[src/logic/ivp_pkg.sv]
// Constants and types of the interrupt vectoring and priority block
// Notes on behaviour
// - Vector table is the first 256 bytes of the interrupt segment.
// - After reset the start address is fetched from bytes 000000h and 000001h.
// - Top-level routine address is fetched from 0004h/0005h of the interrupt segment.
// - Vector upper bits come from the peripheral base, low bits from hardware.
// - Divide-by-zero vectors through 0002h/0003h of the current code segment.
// - Divide-by-zero does not push flags; its handler ends with a plain return.
// - Segment save off: push PC and flags only, fetch from interrupt segment.
// - Segment save off: code segment writes do not steer fetch inside a routine.
// - Segment save on: push code segment too, then load it from interrupt segment.
// - Segment save on: interrupt return also pops the code segment.
// - Each channel has a three-bit priority, 0 highest and 7 lowest.
// - Top level is reserved; its routine can never be interrupted; the code still lets a divide trap enter it.
// - Top-level channel is either maskable or non-maskable, by selection.
// - Eight external channels, each with selectable trigger edge.
// - A request is taken only when enabled and allowed by priority; top-level skips priority, and skips the enable when non-maskable.
// - One vector base serves two channels, told apart by the low channel bit.
// - Maskable request acknowledged only if its priority is below current level.
// - Current priority level resets to 7.
// - Entry: clear enable, push PC low, PC high, segment if on, flags, load PC.
// - Equal-priority ties go to the channel highest in the fixed chain.
package ivp_pkg;
   localparam int          NUM_EXT      = 8;
   localparam int          NUM_PER      = 8;
   localparam int          NUM_CH       = NUM_EXT + NUM_PER;
   localparam int          NUM_GRP      = NUM_CH / 2;
   localparam logic [2:0]  PRL_LOWEST   = 3'h7;
   localparam logic [2:0]  CPL_RST      = 3'h7;
   localparam logic [7:0]  CS_RST       = 8'h00;
   localparam logic [23:0] RST_VEC_ADDR = 24'h000000;
   localparam logic [15:0] DZ_VEC_OFS   = 16'h0002;
   localparam logic [15:0] TL_VEC_OFS   = 16'h0004;
   localparam logic [7:0]  VEC_TBL_PAGE = 8'h00;
   localparam logic [23:0] ADDR_ODD     = 24'h000001;

   typedef logic [NUM_CH-1:0][2:0]  ivp_prl_arr_t;
   typedef logic [NUM_GRP-1:0][7:0] ivp_vec_arr_t;
   typedef enum logic [1:0] {OP_NONE, OP_PUSH, OP_POP, OP_FETCH} ivp_op_t;
   typedef enum logic [1:0] {K_INT, K_TL, K_DZ} ivp_kind_t;
   typedef enum logic [3:0] {
      S_RST_HI, S_RST_LO, S_IDLE, S_PUSH_PCL, S_PUSH_PCH, S_PUSH_CS, S_PUSH_FLG,
      S_VEC_HI, S_VEC_LO, S_POP_FLG, S_POP_CS, S_POP_PCH, S_POP_PCL
   } ivp_state_t;
endpackage

[src/logic/ivp_arb_if.sv]
// Carrier between the core and its priority arbiter
`timescale 1ns/1ps
interface ivp_arb_if;
   import ivp_pkg::*;
   logic [NUM_CH-1:0] req;
   ivp_prl_arr_t      channel_priority_level;
   logic [2:0]        current_priority_level;
   logic              win_valid;
   logic [3:0]        win_idx;
   modport arb  (input req, input channel_priority_level, input current_priority_level, output win_valid, output win_idx);
   modport core (output req, output channel_priority_level, output current_priority_level, input win_valid, input win_idx);
endinterface

[src/logic/ivp_arbiter.sv]
// Priority arbiter with fixed chain tie-break
`timescale 1ns/1ps
module ivp_arbiter (
   ivp_arb_if.arb bus
);
   import ivp_pkg::*;
   logic       found;
   logic [3:0] idx;
   logic [2:0] best;

   // Strict compare, lowest index wins ties
   always_comb begin
      found = 1'b0;
      idx   = 4'h0;
      best  = PRL_LOWEST;
      for (int i = 0; i < NUM_CH; i++) begin
         if (bus.req[i] && (bus.channel_priority_level[i] < bus.current_priority_level) && (!found || bus.channel_priority_level[i] < best)) begin
            found = 1'b1;
            idx   = 4'(i);
            best  = bus.channel_priority_level[i];
         end
      end
      bus.win_valid = found;
      bus.win_idx   = idx;
   end
endmodule // ivp_arbiter

[src/logic/ivp_core.sv]
// Interrupt entry, vectoring and return sequencer
`timescale 1ns/1ps
module ivp_core (
   input  wire logic                          i_mclk,
   input  wire logic                          i_srst,
   input  wire logic [ivp_pkg::NUM_EXT-1:0]   i_ext_pin,
   input  wire logic [ivp_pkg::NUM_EXT-1:0]   i_ext_rise_sel,
   input  wire logic [ivp_pkg::NUM_PER-1:0]   i_per_req,
   input  wire ivp_pkg::ivp_prl_arr_t         i_prl,
   input  wire ivp_pkg::ivp_vec_arr_t         i_vec_base,
   input  wire logic [7:0]                    i_int_seg,
   input  wire logic                          i_seg_save_en,
   input  wire logic                          i_tl_pin,
   input  wire logic                          i_tl_nonmask,
   input  wire logic                          i_tl_mask_en,
   input  wire logic                          i_ie_set,
   input  wire logic                          i_ie_clr,
   input  wire logic                          i_cpl_wr,
   input  wire logic [2:0]                    i_cpl_wdata,
   input  wire logic                          i_cs_wr,
   input  wire logic [7:0]                    i_cs_wdata,
   input  wire logic                          i_instr_boundary,
   input  wire logic                          i_div_zero,
   input  wire logic                          i_iret,
   input  wire logic [15:0]                   i_pc,
   input  wire logic [7:0]                    i_flags,
   input  wire logic                          i_op_done,
   input  wire logic [7:0]                    i_op_rdata,
   output logic                               o_op_valid,
   output ivp_pkg::ivp_op_t                   o_op_kind,
   output logic [23:0]                        o_op_addr,
   output logic [7:0]                         o_op_data,
   output logic                               o_pc_load,
   output logic [15:0]                        o_pc_value,
   output logic                               o_flag_load,
   output logic [7:0]                         o_flag_value,
   output logic                               o_ack,
   output logic [3:0]                         o_ack_chan,
   output logic                               o_tl_ack,
   output logic                               o_busy,
   output logic                               o_global_ie,
   output logic [2:0]                         o_cpl,
   output logic [7:0]                         o_code_seg,
   output logic [7:0]                         o_fetch_seg,
   output logic                               o_tl_active
);
   import ivp_pkg::*;

   ivp_arb_if arb_bus ();
   ivp_arbiter u_arb (.bus(arb_bus));

   // Pin synchronisers; third stage only for edge detection
   logic [NUM_EXT-1:0] ext_s1_r, ext_s2_r, ext_s3_r, ext_edge;
   logic               tl_s1_r, tl_s2_r, tl_s3_r, tl_edge;

   ivp_state_t  state_r, state_nxt;
   ivp_kind_t   kind_r, kind_nxt;
   ivp_op_t     op_kind_r, op_kind_nxt;
   logic        op_valid_r, op_valid_nxt;
   logic [23:0] op_addr_r, op_addr_nxt;
   logic [7:0]  op_data_r, op_data_nxt;
   logic [23:0] vec_addr_r, vec_addr_nxt;
   logic [15:0] ctx_pc_r, ctx_pc_nxt;
   logic [7:0]  ctx_flg_r, ctx_flg_nxt;
   logic [7:0]  vhi_r, vhi_nxt;
   logic        pc_load_r, pc_load_nxt;
   logic [15:0] pc_val_r, pc_val_nxt;
   logic        flag_load_r, flag_load_nxt;
   logic [7:0]  flag_val_r, flag_val_nxt;
   logic        ack_r, ack_nxt;
   logic [3:0]  ack_chan_r, ack_chan_nxt;
   logic        tl_ack_r, tl_ack_nxt;
   logic        ie_r, ie_nxt;
   logic [2:0]  cpl_r, cpl_nxt;
   logic [7:0]  cs_r, cs_nxt;
   logic        isr_mode_r, isr_mode_nxt;
   logic        tl_act_r, tl_act_nxt;
   logic        busy_r, busy_nxt;
   logic [7:0]  fetch_seg_r, fetch_seg_nxt;
   logic [NUM_EXT-1:0] ext_pend_r, ext_pend_nxt;
   logic        tl_pend_r, tl_pend_nxt;
   logic        tl_ok;
   logic [7:0]  win_vec;

   always_ff @(posedge i_mclk) begin
      if (i_srst) begin
         ext_s1_r <= '0;
         ext_s2_r <= '0;
         ext_s3_r <= '0;
         tl_s1_r  <= 1'b0;
         tl_s2_r  <= 1'b0;
         tl_s3_r  <= 1'b0;
      end else begin
         ext_s1_r <= i_ext_pin;
         ext_s2_r <= ext_s1_r;
         ext_s3_r <= ext_s2_r;
         tl_s1_r  <= i_tl_pin;
         tl_s2_r  <= tl_s1_r;
         tl_s3_r  <= tl_s2_r;
      end
   end

   assign ext_edge = (i_ext_rise_sel & ext_s2_r & ~ext_s3_r)
                   | (~i_ext_rise_sel & ~ext_s2_r & ext_s3_r);
   assign tl_edge  = tl_s2_r & ~tl_s3_r;

   assign arb_bus.req = {i_per_req, ext_pend_r};
   assign arb_bus.channel_priority_level = i_prl;
   assign arb_bus.current_priority_level = cpl_r;

   // Base high bits, channel picks low bits; entries are word aligned
   assign win_vec = {i_vec_base[arb_bus.win_idx[3:1]][7:2], arb_bus.win_idx[0], 1'b0};
   // Top level either ignores or obeys the enable
   assign tl_ok = tl_pend_r && (i_tl_nonmask || (ie_r && i_tl_mask_en));

   always_comb begin
      state_nxt     = state_r;
      kind_nxt      = kind_r;
      vec_addr_nxt  = vec_addr_r;
      ctx_pc_nxt    = ctx_pc_r;
      ctx_flg_nxt   = ctx_flg_r;
      vhi_nxt       = vhi_r;
      pc_load_nxt   = 1'b0;
      pc_val_nxt    = pc_val_r;
      flag_load_nxt = 1'b0;
      flag_val_nxt  = flag_val_r;
      ack_nxt       = 1'b0;
      ack_chan_nxt  = ack_chan_r;
      tl_ack_nxt    = 1'b0;
      ie_nxt        = ie_r;
      cpl_nxt       = cpl_r;
      cs_nxt        = cs_r;
      isr_mode_nxt  = isr_mode_r;
      tl_act_nxt    = tl_act_r;
      // New edges always land, even on the clearing cycle
      ext_pend_nxt  = ext_pend_r | ext_edge;
      tl_pend_nxt   = tl_pend_r | tl_edge;
      if (i_ie_set) begin
         ie_nxt = 1'b1;
      end else if (i_ie_clr) begin
         ie_nxt = 1'b0;
      end
      if (i_cpl_wr) begin
         cpl_nxt = i_cpl_wdata;
      end
      if (i_cs_wr) begin
         cs_nxt = i_cs_wdata;
      end
      case (state_r)
         S_RST_HI: if (i_op_done) begin
            vhi_nxt   = i_op_rdata;
            state_nxt = S_RST_LO;
         end
         S_RST_LO: if (i_op_done) begin
            pc_load_nxt = 1'b1;
            pc_val_nxt  = {vhi_r, i_op_rdata};
            state_nxt   = S_IDLE;
         end
         S_IDLE: if (i_instr_boundary) begin
            ctx_pc_nxt  = i_pc;
            ctx_flg_nxt = i_flags;
            if (i_div_zero) begin
               // Trap vector in the running code segment
               kind_nxt     = K_DZ;
               vec_addr_nxt = {cs_r, DZ_VEC_OFS};
               state_nxt    = S_PUSH_PCL;
            end else if (i_iret) begin
               state_nxt = S_POP_FLG;
            // Top-level routine blocks further interrupt entries; a divide trap still enters
            end else if (tl_ok && !tl_act_r) begin
               // Top-level vector in the interrupt segment
               kind_nxt     = K_TL;
               tl_pend_nxt  = tl_edge;
               tl_ack_nxt   = 1'b1;
               tl_act_nxt   = 1'b1;
               ie_nxt       = 1'b0;
               vec_addr_nxt = {i_int_seg, TL_VEC_OFS};
               state_nxt    = S_PUSH_PCL;
            // Enable and priority must both allow it
            end else if (ie_r && arb_bus.win_valid && !tl_act_r) begin
               kind_nxt     = K_INT;
               ack_nxt      = 1'b1;
               ack_chan_nxt = arb_bus.win_idx;
               if (arb_bus.win_idx < 4'(NUM_EXT)) begin
                  ext_pend_nxt[arb_bus.win_idx[2:0]] = ext_edge[arb_bus.win_idx[2:0]];
               end
               ie_nxt       = 1'b0;
               // Table occupies the first 256 bytes
               vec_addr_nxt = {i_int_seg, VEC_TBL_PAGE, win_vec};
               state_nxt    = S_PUSH_PCL;
            end
         end
         S_PUSH_PCL: if (i_op_done) begin
            state_nxt = S_PUSH_PCH;
         end
         S_PUSH_PCH: if (i_op_done) begin
            if (kind_r == K_DZ) begin
               state_nxt = S_VEC_HI;
            end else if (i_seg_save_en) begin
               state_nxt = S_PUSH_CS;
            end else begin
               state_nxt = S_PUSH_FLG;
            end
         end
         S_PUSH_CS: if (i_op_done) begin
            state_nxt = S_PUSH_FLG;
         end
         S_PUSH_FLG: if (i_op_done) begin
            state_nxt = S_VEC_HI;
         end
         S_VEC_HI: if (i_op_done) begin
            vhi_nxt   = i_op_rdata;
            state_nxt = S_VEC_LO;
         end
         S_VEC_LO: if (i_op_done) begin
            pc_load_nxt = 1'b1;
            pc_val_nxt  = {vhi_r, i_op_rdata};
            state_nxt   = S_IDLE;
            if (kind_r != K_DZ) begin
               if (i_seg_save_en) begin
                  cs_nxt = i_int_seg;
               end else begin
                  isr_mode_nxt = 1'b1;
               end
            end
         end
         S_POP_FLG: if (i_op_done) begin
            flag_load_nxt = 1'b1;
            flag_val_nxt  = i_op_rdata;
            // Segment restored only while segment saving is on at return
            state_nxt     = i_seg_save_en ? S_POP_CS : S_POP_PCH;
         end
         S_POP_CS: if (i_op_done) begin
            cs_nxt    = i_op_rdata;
            state_nxt = S_POP_PCH;
         end
         S_POP_PCH: if (i_op_done) begin
            vhi_nxt   = i_op_rdata;
            state_nxt = S_POP_PCL;
         end
         S_POP_PCL: if (i_op_done) begin
            pc_load_nxt  = 1'b1;
            pc_val_nxt   = {vhi_r, i_op_rdata};
            ie_nxt       = 1'b1;
            isr_mode_nxt = 1'b0;
            tl_act_nxt   = 1'b0;
            state_nxt    = S_IDLE;
         end
         default: state_nxt = S_IDLE;
      endcase

      // Bus request registered on entry to each state
      op_valid_nxt = 1'b1;
      op_kind_nxt  = OP_PUSH;
      op_addr_nxt  = 24'h000000;
      op_data_nxt  = 8'h00;
      case (state_nxt)
         S_RST_HI: begin
            op_kind_nxt = OP_FETCH;
            op_addr_nxt = RST_VEC_ADDR;
         end
         S_RST_LO: begin
            op_kind_nxt = OP_FETCH;
            op_addr_nxt = RST_VEC_ADDR | ADDR_ODD;
         end
         S_PUSH_PCL: op_data_nxt = ctx_pc_nxt[7:0];
         S_PUSH_PCH: op_data_nxt = ctx_pc_nxt[15:8];
         S_PUSH_CS:  op_data_nxt = cs_nxt;
         S_PUSH_FLG: op_data_nxt = ctx_flg_nxt;
         S_VEC_HI: begin
            op_kind_nxt = OP_FETCH;
            op_addr_nxt = vec_addr_nxt;
         end
         S_VEC_LO: begin
            op_kind_nxt = OP_FETCH;
            op_addr_nxt = vec_addr_nxt | ADDR_ODD;
         end
         S_POP_FLG, S_POP_CS, S_POP_PCH, S_POP_PCL: op_kind_nxt = OP_POP;
         default: begin
            op_valid_nxt = 1'b0;
            op_kind_nxt  = OP_NONE;
         end
      endcase
      // Segment writes stay hidden while in interrupt-segment mode
      fetch_seg_nxt = isr_mode_nxt ? i_int_seg : cs_nxt;
      // Registered so the output comes from a flop
      busy_nxt      = (state_nxt != S_IDLE);
   end

   always_ff @(posedge i_mclk) begin
      if (i_srst) begin
         // Start address fetch from physical zero
         state_r     <= S_RST_HI;
         op_valid_r  <= 1'b1;
         op_kind_r   <= OP_FETCH;
         op_addr_r   <= RST_VEC_ADDR;
         op_data_r   <= 8'h00;
         kind_r      <= K_INT;
         vec_addr_r  <= 24'h000000;
         ctx_pc_r    <= 16'h0000;
         ctx_flg_r   <= 8'h00;
         vhi_r       <= 8'h00;
         pc_load_r   <= 1'b0;
         pc_val_r    <= 16'h0000;
         flag_load_r <= 1'b0;
         flag_val_r  <= 8'h00;
         ack_r       <= 1'b0;
         ack_chan_r  <= 4'h0;
         tl_ack_r    <= 1'b0;
         ie_r        <= 1'b0;
         cpl_r       <= CPL_RST;
         cs_r        <= CS_RST;
         isr_mode_r  <= 1'b0;
         tl_act_r    <= 1'b0;
         fetch_seg_r <= CS_RST;
         ext_pend_r  <= '0;
         tl_pend_r   <= 1'b0;
         busy_r      <= 1'b1;
      end else begin
         state_r     <= state_nxt;
         op_valid_r  <= op_valid_nxt;
         op_kind_r   <= op_kind_nxt;
         op_addr_r   <= op_addr_nxt;
         op_data_r   <= op_data_nxt;
         kind_r      <= kind_nxt;
         vec_addr_r  <= vec_addr_nxt;
         ctx_pc_r    <= ctx_pc_nxt;
         ctx_flg_r   <= ctx_flg_nxt;
         vhi_r       <= vhi_nxt;
         pc_load_r   <= pc_load_nxt;
         pc_val_r    <= pc_val_nxt;
         flag_load_r <= flag_load_nxt;
         flag_val_r  <= flag_val_nxt;
         ack_r       <= ack_nxt;
         ack_chan_r  <= ack_chan_nxt;
         tl_ack_r    <= tl_ack_nxt;
         ie_r        <= ie_nxt;
         cpl_r       <= cpl_nxt;
         cs_r        <= cs_nxt;
         isr_mode_r  <= isr_mode_nxt;
         tl_act_r    <= tl_act_nxt;
         fetch_seg_r <= fetch_seg_nxt;
         ext_pend_r  <= ext_pend_nxt;
         tl_pend_r   <= tl_pend_nxt;
         busy_r      <= busy_nxt;
      end
   end

   assign o_op_valid   = op_valid_r;
   assign o_op_kind    = op_kind_r;
   assign o_op_addr    = op_addr_r;
   assign o_op_data    = op_data_r;
   assign o_pc_load    = pc_load_r;
   assign o_pc_value   = pc_val_r;
   assign o_flag_load  = flag_load_r;
   assign o_flag_value = flag_val_r;
   assign o_ack        = ack_r;
   assign o_ack_chan   = ack_chan_r;
   assign o_tl_ack     = tl_ack_r;
   assign o_busy       = busy_r;
   assign o_global_ie  = ie_r;
   assign o_cpl        = cpl_r;
   assign o_code_seg   = cs_r;
   assign o_fetch_seg  = fetch_seg_r;
   assign o_tl_active  = tl_act_r;
endmodule // ivp_core

[config.mk]
export PLATFORM = sky130hd
export DESIGN_NAME = ivp_core
export DESIGN_NICKNAME = d
export VERILOG_FILES = /design/src/logic/ivp_pkg.sv /design/src/logic/ivp_arb_if.sv /design/src/logic/ivp_arbiter.sv /design/src/logic/ivp_core.sv
export SDC_FILE = /design/constraint.sdc
export NUM_CORES = 1
export LEC_CHECK = 0
export ABC_AREA = 1
export BUFFER_PORTS_ARGS = -buffer_cell sky130_fd_sc_hd__buf_2
export CAP_MARGIN = 5
export CORE_MARGIN = 4
export CORE_UTILIZATION = 40
export CTS_CLUSTER_SIZE = 40
export DETAILED_ROUTE_END_ITERATION = 7
export GPL_TIMING_DRIVEN = 0
export PLACE_DENSITY = 0.66
export SLEW_MARGIN = 20
export SYNTH_ARGS = -nofsm -noshare
export SYNTH_HDL_FRONTEND = slang
export SYNTH_HIERARCHICAL = 1
export SYNTH_SLANG_ARGS = --single-unit
[constraint.sdc]
create_clock -name i_mclk -period 16.53 [get_ports i_mclk]
set_input_delay 2.4795 -clock i_mclk [delete_from_list [all_inputs] [get_ports i_mclk]]
set_output_delay 2.4795 -clock i_mclk [all_outputs]
set_load 0.005 [all_outputs]
# [After elaboration in Yosys (flattened, before gate mapping)]
# Cells that the tools add are included.
[classes] n_lt_le_gt_ge=35 eq_ne=32 mux=132 bitwise_logic=19 n_reduce_logical=89
[ops] operator="24-bit 2-to-1 mux" n=6
[ops] operator="8-bit 2-to-1 mux" n=16
[ops] operator="3-bit < comparator" n=31
[ops] operator="4-bit 2-to-1 mux" n=23
[ops] operator="24-bit one-hot mux with 3 select lines" n=1
[ops] operator="3-bit 2-to-1 mux" n=19
[ops] operator="1-bit 2-to-1 mux" n=46
[ops] operator="4-bit one-hot mux with 11 select lines" n=1
[ops] operator="4-bit == test, second input constant" n=10
[ops] operator="1-bit logical AND" n=37
[ops] operator="8-bit AND" n=4
[ops] operator="4-bit by 3-bit == test with 1-bit output, second input constant" n=8
[ops] operator="16-bit 2-to-1 mux" n=2
[ops] operator="8-bit one-hot mux with 4 select lines" n=1
[ops] operator="8-bit binary-select mux with 3-bit select" n=1
[ops] operator="8-bit NOT" n=3
[ops] operator="1-bit zero test" n=16
[ops] operator="1-bit logical OR" n=16
[ops] operator="2-bit 2-to-1 mux" n=8
[ops] operator="8-bit OR" n=2
[ops] operator="8-bit one-hot mux with 2 select lines" n=1
[ops] operator="2-bit != test, second input constant" n=7
[ops] operator="4-bit by 2-bit == test with 1-bit output, second input constant" n=3
[ops] operator="6-bit AND reduction" n=2
[ops] operator="25 further kinds" n=43
[word_totals] reg_bits=188 in_bits=201

# [Logic depth before layout (Yosys ltp)]
[depth] depth_word=75 depth_mapped=154 ltp_nobuf=153

# [Hierarchy]
# Netlist, hierarchy kept.
[by_module_without_submodules] mod="ivp_core" instances=1 cells_per_inst=1154 area_each_um2=8085.3 seq_area_each_um2=3763.6
[by_module_without_submodules] mod="ivp_arbiter" instances=1 cells_per_inst=512 area_each_um2=2803.9 seq_area_each_um2=0.0

# [Worst setup path after synthesis]
# No wires, ideal clock.
[synth_timing] path_kind="input-to-reg" start="input i_prl[2] (netlist name)" end="register op_addr_r[3], in the netlist o_op_addr[3]" setup_time_ns=0.064 arrival_time_ns=16.364 required_time_ns=16.466 setup_slack_ns=0.102 cell_stages=136 cell_sequence="ha_1 -> nand2_1 -> inv_1 -> nor2_4 -> nand2_1 -> nor2_1 -> ha_1 -> inv_1 -> a21oi_1 -> nand2_1 -> nand2_2 -> nand2_4 -> nand2_4 -> o21ai_0 -> ha_1 -> nand2_1 -> clkinv_1 -> nand2_1 -> (+100 left out) -> a21oi_1 -> nand2_1 -> nand2_1 -> nand2_2 -> nand2_1 -> inv_1 -> nor2_1 -> clkbuf_1 -> nand2_1 -> nand4_1 -> nand2_1 -> nand3_1 -> nand2_1 -> nand2_1 -> nand2_1 -> nand2_1 -> nand2_1 -> nor2_1"
[synth_via] elab_cells_between_ends=127 cone_classes="order compare: 16; eq/ne: 3; mux: 60; reduce/logical: 48"
[synth_rtl] item="start, declared" line_no="ivp_core.sv:9" rtl="input wire ivp_pkg::ivp_prl_arr_t i_prl,"
[synth_rtl] item="3-bit < comparator" line_no="ivp_arbiter.sv:17" rtl="if (bus.req[i] && (bus.channel_priority_level[i] < bus.current_priority_level) && (!found || bus.channel_prior ..."
[synth_rtl] item="1-bit logical AND" line_no="ivp_arbiter.sv:17"
[synth_rtl] item="3-bit 2-to-1 mux / 1-bit 2-to-1 mux (equally long branches)" line_no="ivp_arbiter.sv:17"
[synth_rtl] item="3-bit < comparator / 1-bit zero test (equally long branches)" line_no="ivp_arbiter.sv:17"
[synth_rtl] item="1-bit logical OR" line_no="ivp_arbiter.sv:17"
[synth_rtl] item="1-bit logical AND" line_no="ivp_arbiter.sv:17"
[synth_rtl] item="3-bit 2-to-1 mux / 1-bit 2-to-1 mux (equally long branches)" line_no="ivp_arbiter.sv:17"
[synth_rtl] item="3-bit < comparator / 1-bit zero test (equally long branches)" line_no="ivp_arbiter.sv:17"
[synth_rtl] item="(+55 left out)"
[synth_rtl] item="net arb_bus.win_idx[2]" line_no="ivp_arb_if.sv:9" rtl="logic [3:0] win_idx;"
[synth_rtl] item="(+1 left out)"
[synth_rtl] item="8-bit 2-to-1 mux (not written as such) *" line_no="ivp_core.sv:112" rtl="assign win_vec = {i_vec_base[arb_bus.win_idx[3:1]][7:2], arb_bus.win_idx[0], 1'b0};"
[synth_rtl] item="24-bit 2-to-1 mux *" line_no="ivp_core.sv:180" rtl="end else if (ie_r && arb_bus.win_valid && !tl_act_r) begin"
[synth_rtl] item="24-bit 2-to-1 mux *" line_no="ivp_core.sv:170" rtl="end else if (tl_ok && !tl_act_r) begin"
[synth_rtl] item="24-bit 2-to-1 mux *" line_no="ivp_core.sv:167" rtl="end else if (i_iret) begin"
[synth_rtl] item="24-bit 2-to-1 mux *" line_no="ivp_core.sv:162" rtl="if (i_div_zero) begin"
[synth_rtl] item="24-bit 2-to-1 mux *" line_no="ivp_core.sv:159" rtl="S_IDLE: if (i_instr_boundary) begin"
[synth_rtl] item="24-bit 2-to-1 mux *" line_no="ivp_core.sv:149" rtl="case (state_r)"
[synth_rtl] item="24-bit one-hot mux with 3 select lines *" line_no="ivp_core.sv:257" rtl="case (state_nxt)"
[synth_rtl] item="end signal, assigned" line_no="ivp_core.sv:323" rtl="op_addr_r <= op_addr_nxt;"
[synth_rtl] item="end, declared" line_no="ivp_core.sv:60" rtl="logic [23:0] op_addr_r, op_addr_nxt;"
# Mark *: on every way through the listed nets, which the timed path passes. The rest lies on a longest branch. The select of a mux whose other input is x is not followed.
# A chain may end at the register's enable or synchronous reset.

# [Worst setup path in the final report]
[layout_timing] start="input i_prl[2] (netlist name)" end="register ext_pend_r[3]"
[layout_via] elab_chain_len=75 elab_cells_between_ends=126 cone_classes="order compare: 19; mux: 58; reduce/logical: 49"
[layout_lines] item="3-bit < comparator" line_no="ivp_arbiter.sv:17"
[layout_lines] item="1-bit logical AND" line_no="ivp_arbiter.sv:17"
[layout_lines] item="3-bit 2-to-1 mux / 1-bit 2-to-1 mux (equally long branches)" line_no="ivp_arbiter.sv:17"
[layout_lines] item="3-bit < comparator / 1-bit zero test (equally long branches)" line_no="ivp_arbiter.sv:17"
[layout_lines] item="1-bit logical OR" line_no="ivp_arbiter.sv:17"
[layout_lines] item="1-bit logical AND" line_no="ivp_arbiter.sv:17"
[layout_lines] item="3-bit 2-to-1 mux / 1-bit 2-to-1 mux (equally long branches)" line_no="ivp_arbiter.sv:17"
[layout_lines] item="3-bit < comparator / 1-bit zero test (equally long branches)" line_no="ivp_arbiter.sv:17"
[layout_lines] item="(+55 left out)"
[layout_lines] item="net arb_bus.win_idx[1]" line_no="ivp_arb_if.sv:9"
[layout_lines] item="(+4 left out)"
[layout_lines] item="8-bit bitwise mux" line_no="ivp_core.sv:185" rtl="ext_pend_nxt[arb_bus.win_idx[2:0]] = ext_edge[arb_bus.win_idx[2:0]];"
[layout_lines] item="8-bit 2-to-1 mux *" line_no="ivp_core.sv:184" rtl="if (arb_bus.win_idx < 4'(NUM_EXT)) begin"
[layout_lines] item="8-bit 2-to-1 mux *" line_no="ivp_core.sv:180"
[layout_lines] item="8-bit 2-to-1 mux *" line_no="ivp_core.sv:170"
[layout_lines] item="8-bit 2-to-1 mux *" line_no="ivp_core.sv:167"
[layout_lines] item="8-bit 2-to-1 mux *" line_no="ivp_core.sv:162"
[layout_lines] item="8-bit 2-to-1 mux *" line_no="ivp_core.sv:159"
[layout_lines] item="8-bit 2-to-1 mux *" line_no="ivp_core.sv:149"
[layout_lines] item="end signal, assigned" line_no="ivp_core.sv:343" rtl="ext_pend_r <= ext_pend_nxt;"
[layout_lines] item="end, declared" line_no="ivp_core.sv:80" rtl="logic [NUM_EXT-1:0] ext_pend_r, ext_pend_nxt;"
# Marked as above.

==> metrics <==
accumulated negative setup slack 0 ps; final instance area approximately 15,000 sq um; share of cells above drive strength 1 0.290; Least-Margin Pin Slew slightly below 900 ps; final core utilization 0.545; global-route wire length before repair 57,000 um; fillers about 2,700; required time at the endpoint of the critical path approximately 17,000 ps; data arrival time of the critical path approximately 17,000 ps; pwr/cell area 104 nW/um^2; starting density of the core 0.405; largest cells by area after synthesis dfxtp_1 35%, nand2_1 16%, nand3_1 7.7%; initial antenna violation count 1; total gr overflow 0; commonest cells in the synthesized netlist 473 x nand2_1, 203 x nor2_1, 189 x inv_1; number of buffer cells added on primary ports 270; Sw Share 0.394; total area of sequential cells 3760 sq um; Mapped Area approximately 11,000 sq um; area overhead of the layout relative to synthesis 34.4%; Post-layout nets 2,270; sequential power share 0.318; Synth cell types 43; setup repair after global routing missed its margin true; Crit. End Element flip-flop; cts bufs inserted 17; Clock Skew 11.9 ps; final slew viol count 0; HPWL after detailed placement between 20,000 and 30,000 um; class of the most critical hold timing path flip-flop to flip-flop; residual DRC count 0; maximum ir drop on the vdd rail ~73 uV; slowest CP cell ha_1; Antenna Cells 0; CTS tree yes; Bufs on Longest Clock Path 2; area leader, netlist dfxtp_1; FFs w/ async S/R, synth 0; part of the power in combinational logic 0.413; Slew HR 0.413; number of clock sinks approximately 190; via count of the first global-routing pass 11,000; flops & latches, synth approximately 190; r2r worst-path depth 140; Internal 926 uW; slowest stage delay, CP ~320 ps; Sw Pwr 601 uW; minimum clock period 16,310 ps; full die area between 20,000 and 30,000 sq um; final setup violation count 0; GRT Total Usage 0.234; combined area of the multi-input logic cells roughly 6900 sq um; Clk pin slew, worst setup/hold paths around 70 ps; Net Count, Synth 1,916; die height 173 um; portion of synthesized cell area occupied by the leading cell type 0.346; Row Count 60; maximum number of pins on one net before global-route repair 21; cell count after synthesis 1,666; run status completed; placed instance area 12,700 sq um; critical path startpoint category input port; clock root buffer clkbuf_16; insertion delay of the later-clocked pin in the worst-skew pair between 400 and 500 ps; number of buffers added to fix hold violations after cts 0; FMAX between 0.06 and 0.07 GHz; maximum capacitance violations 0; H-tree levels 4; Placeable Area 26,900 sq um; Routed wire per std cell around 16 um; number of iterations in the first detailed-routing pass 7; number of hold-slack violations in the final timing report 0; number of DRC violations after detailed-routing iteration 0 about 950; gpl congestion about 0.95; Top cell by count, worst path nand2_2; static leakage ~0.0076 uW; final hold slack a little under 400 ps; sequential share of the synthesized area 0.346; most frequently used cell type in the post-synthesis netlist nand2_1; Yosys warning count 6; share of power burned in the clock network 0.269; Vias about 12,000; Final ANT Viol Nets 0; most used flip-flop cell after synthesis dfxtp_1; CP Class input port to flip-flop; share of the clock period used by the worst path 0.986; cell depth of the worst hold path 2; vias per cell about 5.1; Avg Inst Size Synth 6.54 sq um; number of enable-type register cells in the synthesized netlist 0; routed wire length roughly 38,000 um; I/O pin total 290; highest net fanout along the worst path 8; Die Width 173 um
## flip-flops by register name, summed over array words and instances, names as in the netlist, 2 cells and up
signal and count:
state_r 4, vhi_r 8, o_op_data 8, ctx_flg_r 8, vec_addr_r 24, ext_pend_r 8, o_op_addr 24, ctx_pc_r 16
ext_s3_r 8, o_flag_value 8, o_pc_value 16, ext_s1_r 8, ext_s2_r 8, o_op_kind 2, o_cpl 3, o_fetch_seg 8
o_code_seg 8, kind_r 2, o_ack_chan 4
## final timing paths
path	startpoint	slack, ps	endpoint
worst max-delay path	i_prl[2]	220	ext_pend_r[3]
worst min-delay path	ext_s1_r[3]	390	ext_s2_r[3]
worst max register to register	o_cpl[2]	1260	ext_pend_r[3]
worst min register to register	ext_s1_r[3]	390	ext_s2_r[3]
## layout make-up
type                    instances  share of cell area
plain buffers                  46              0.0188
clock buffers                  18              0.0293
clock inverters                14              0.0120
inverters                     216              0.0561
multi-input cells            1216               0.469
flip-flops and latches        188               0.257
well taps                     341              0.0291
repair buffers                335               0.129
## per-layer routing
metal / vias up / share of wire / track usage
met2: 519 / 0.47 / 0.397
met1: 5546 / 0.43 / 0.307
met4: 2 / 0.024 / 0.0525
li1: 6077 / - / -
met5: - / 0.00047 / 0
met3: 73 / 0.072 / 0.0472
## stage by stage
| stage | power (uW) | setup slack [ps] | cells |
|---|---|---|---|
| 3_3_place_gp | 926 | -2620 | 2277 |
| 4_1_cts | 1380 | 30.5 | 2313 |
| 3_5_place_dp | 932 | -2790 | 2277 |
| 2_1_floorplan | 787 | 102 | 1666 |
| 6_report | 1530 | 224 | 2374 |
| 5_1_grt | 1600 | -556 | 2374 |
## power groups by stage
stage	clock (uW)	sequential [uW]	combinational (uW)
2_1_floorplan	0	494	293
3_3_place_gp	0	495	431
3_5_place_dp	0	495	436
4_1_cts	416	485	476
5_1_grt	434	488	682
6_report	411	485	630
## cells in the final DEF, fill, tap and decap left out, types with 28 or more instances in the layout
| cell | count |
|---|---|
| nand3_1 | 164 |
| a21oi_1 | 45 |
| inv_1 | 180 |
| nand2_2 | 58 |
| inv_2 | 28 |
| ha_1 | 34 |
| buf_2 | 272 |
| nor2_1 | 191 |
| buf_4 | 61 |
| o21ai_0 | 82 |
| dfxtp_1 | 188 |
| nand2_1 | 421 |
| nand2_4 | 33 |
## worst max-delay path: cells and delay by family
kind	cells	cell delay [ps]
buf+inv	20	940
simple gates	87	6510
compound gates	17	2820
fa+ha+maj	16	3790
## cell families after synthesis
family / share of synthesized area
compound gates: 0.117
buf+inv: 0.0959
simple gates: 0.384
flops: 0.346
mux: 0.00103
fa+ha+maj: 0.0563
## timing repair
action / 4_1_cts / 5_1_grt
pin swaps: 5 / 111
cloned: 1 / 1
setup buffers: 3 / 60
setup endpoints to repair: 26 / 26
hold endpoints to repair: 0 / 0
gates resized for setup: 58 / 161
(Power assumes the default switching activity.)
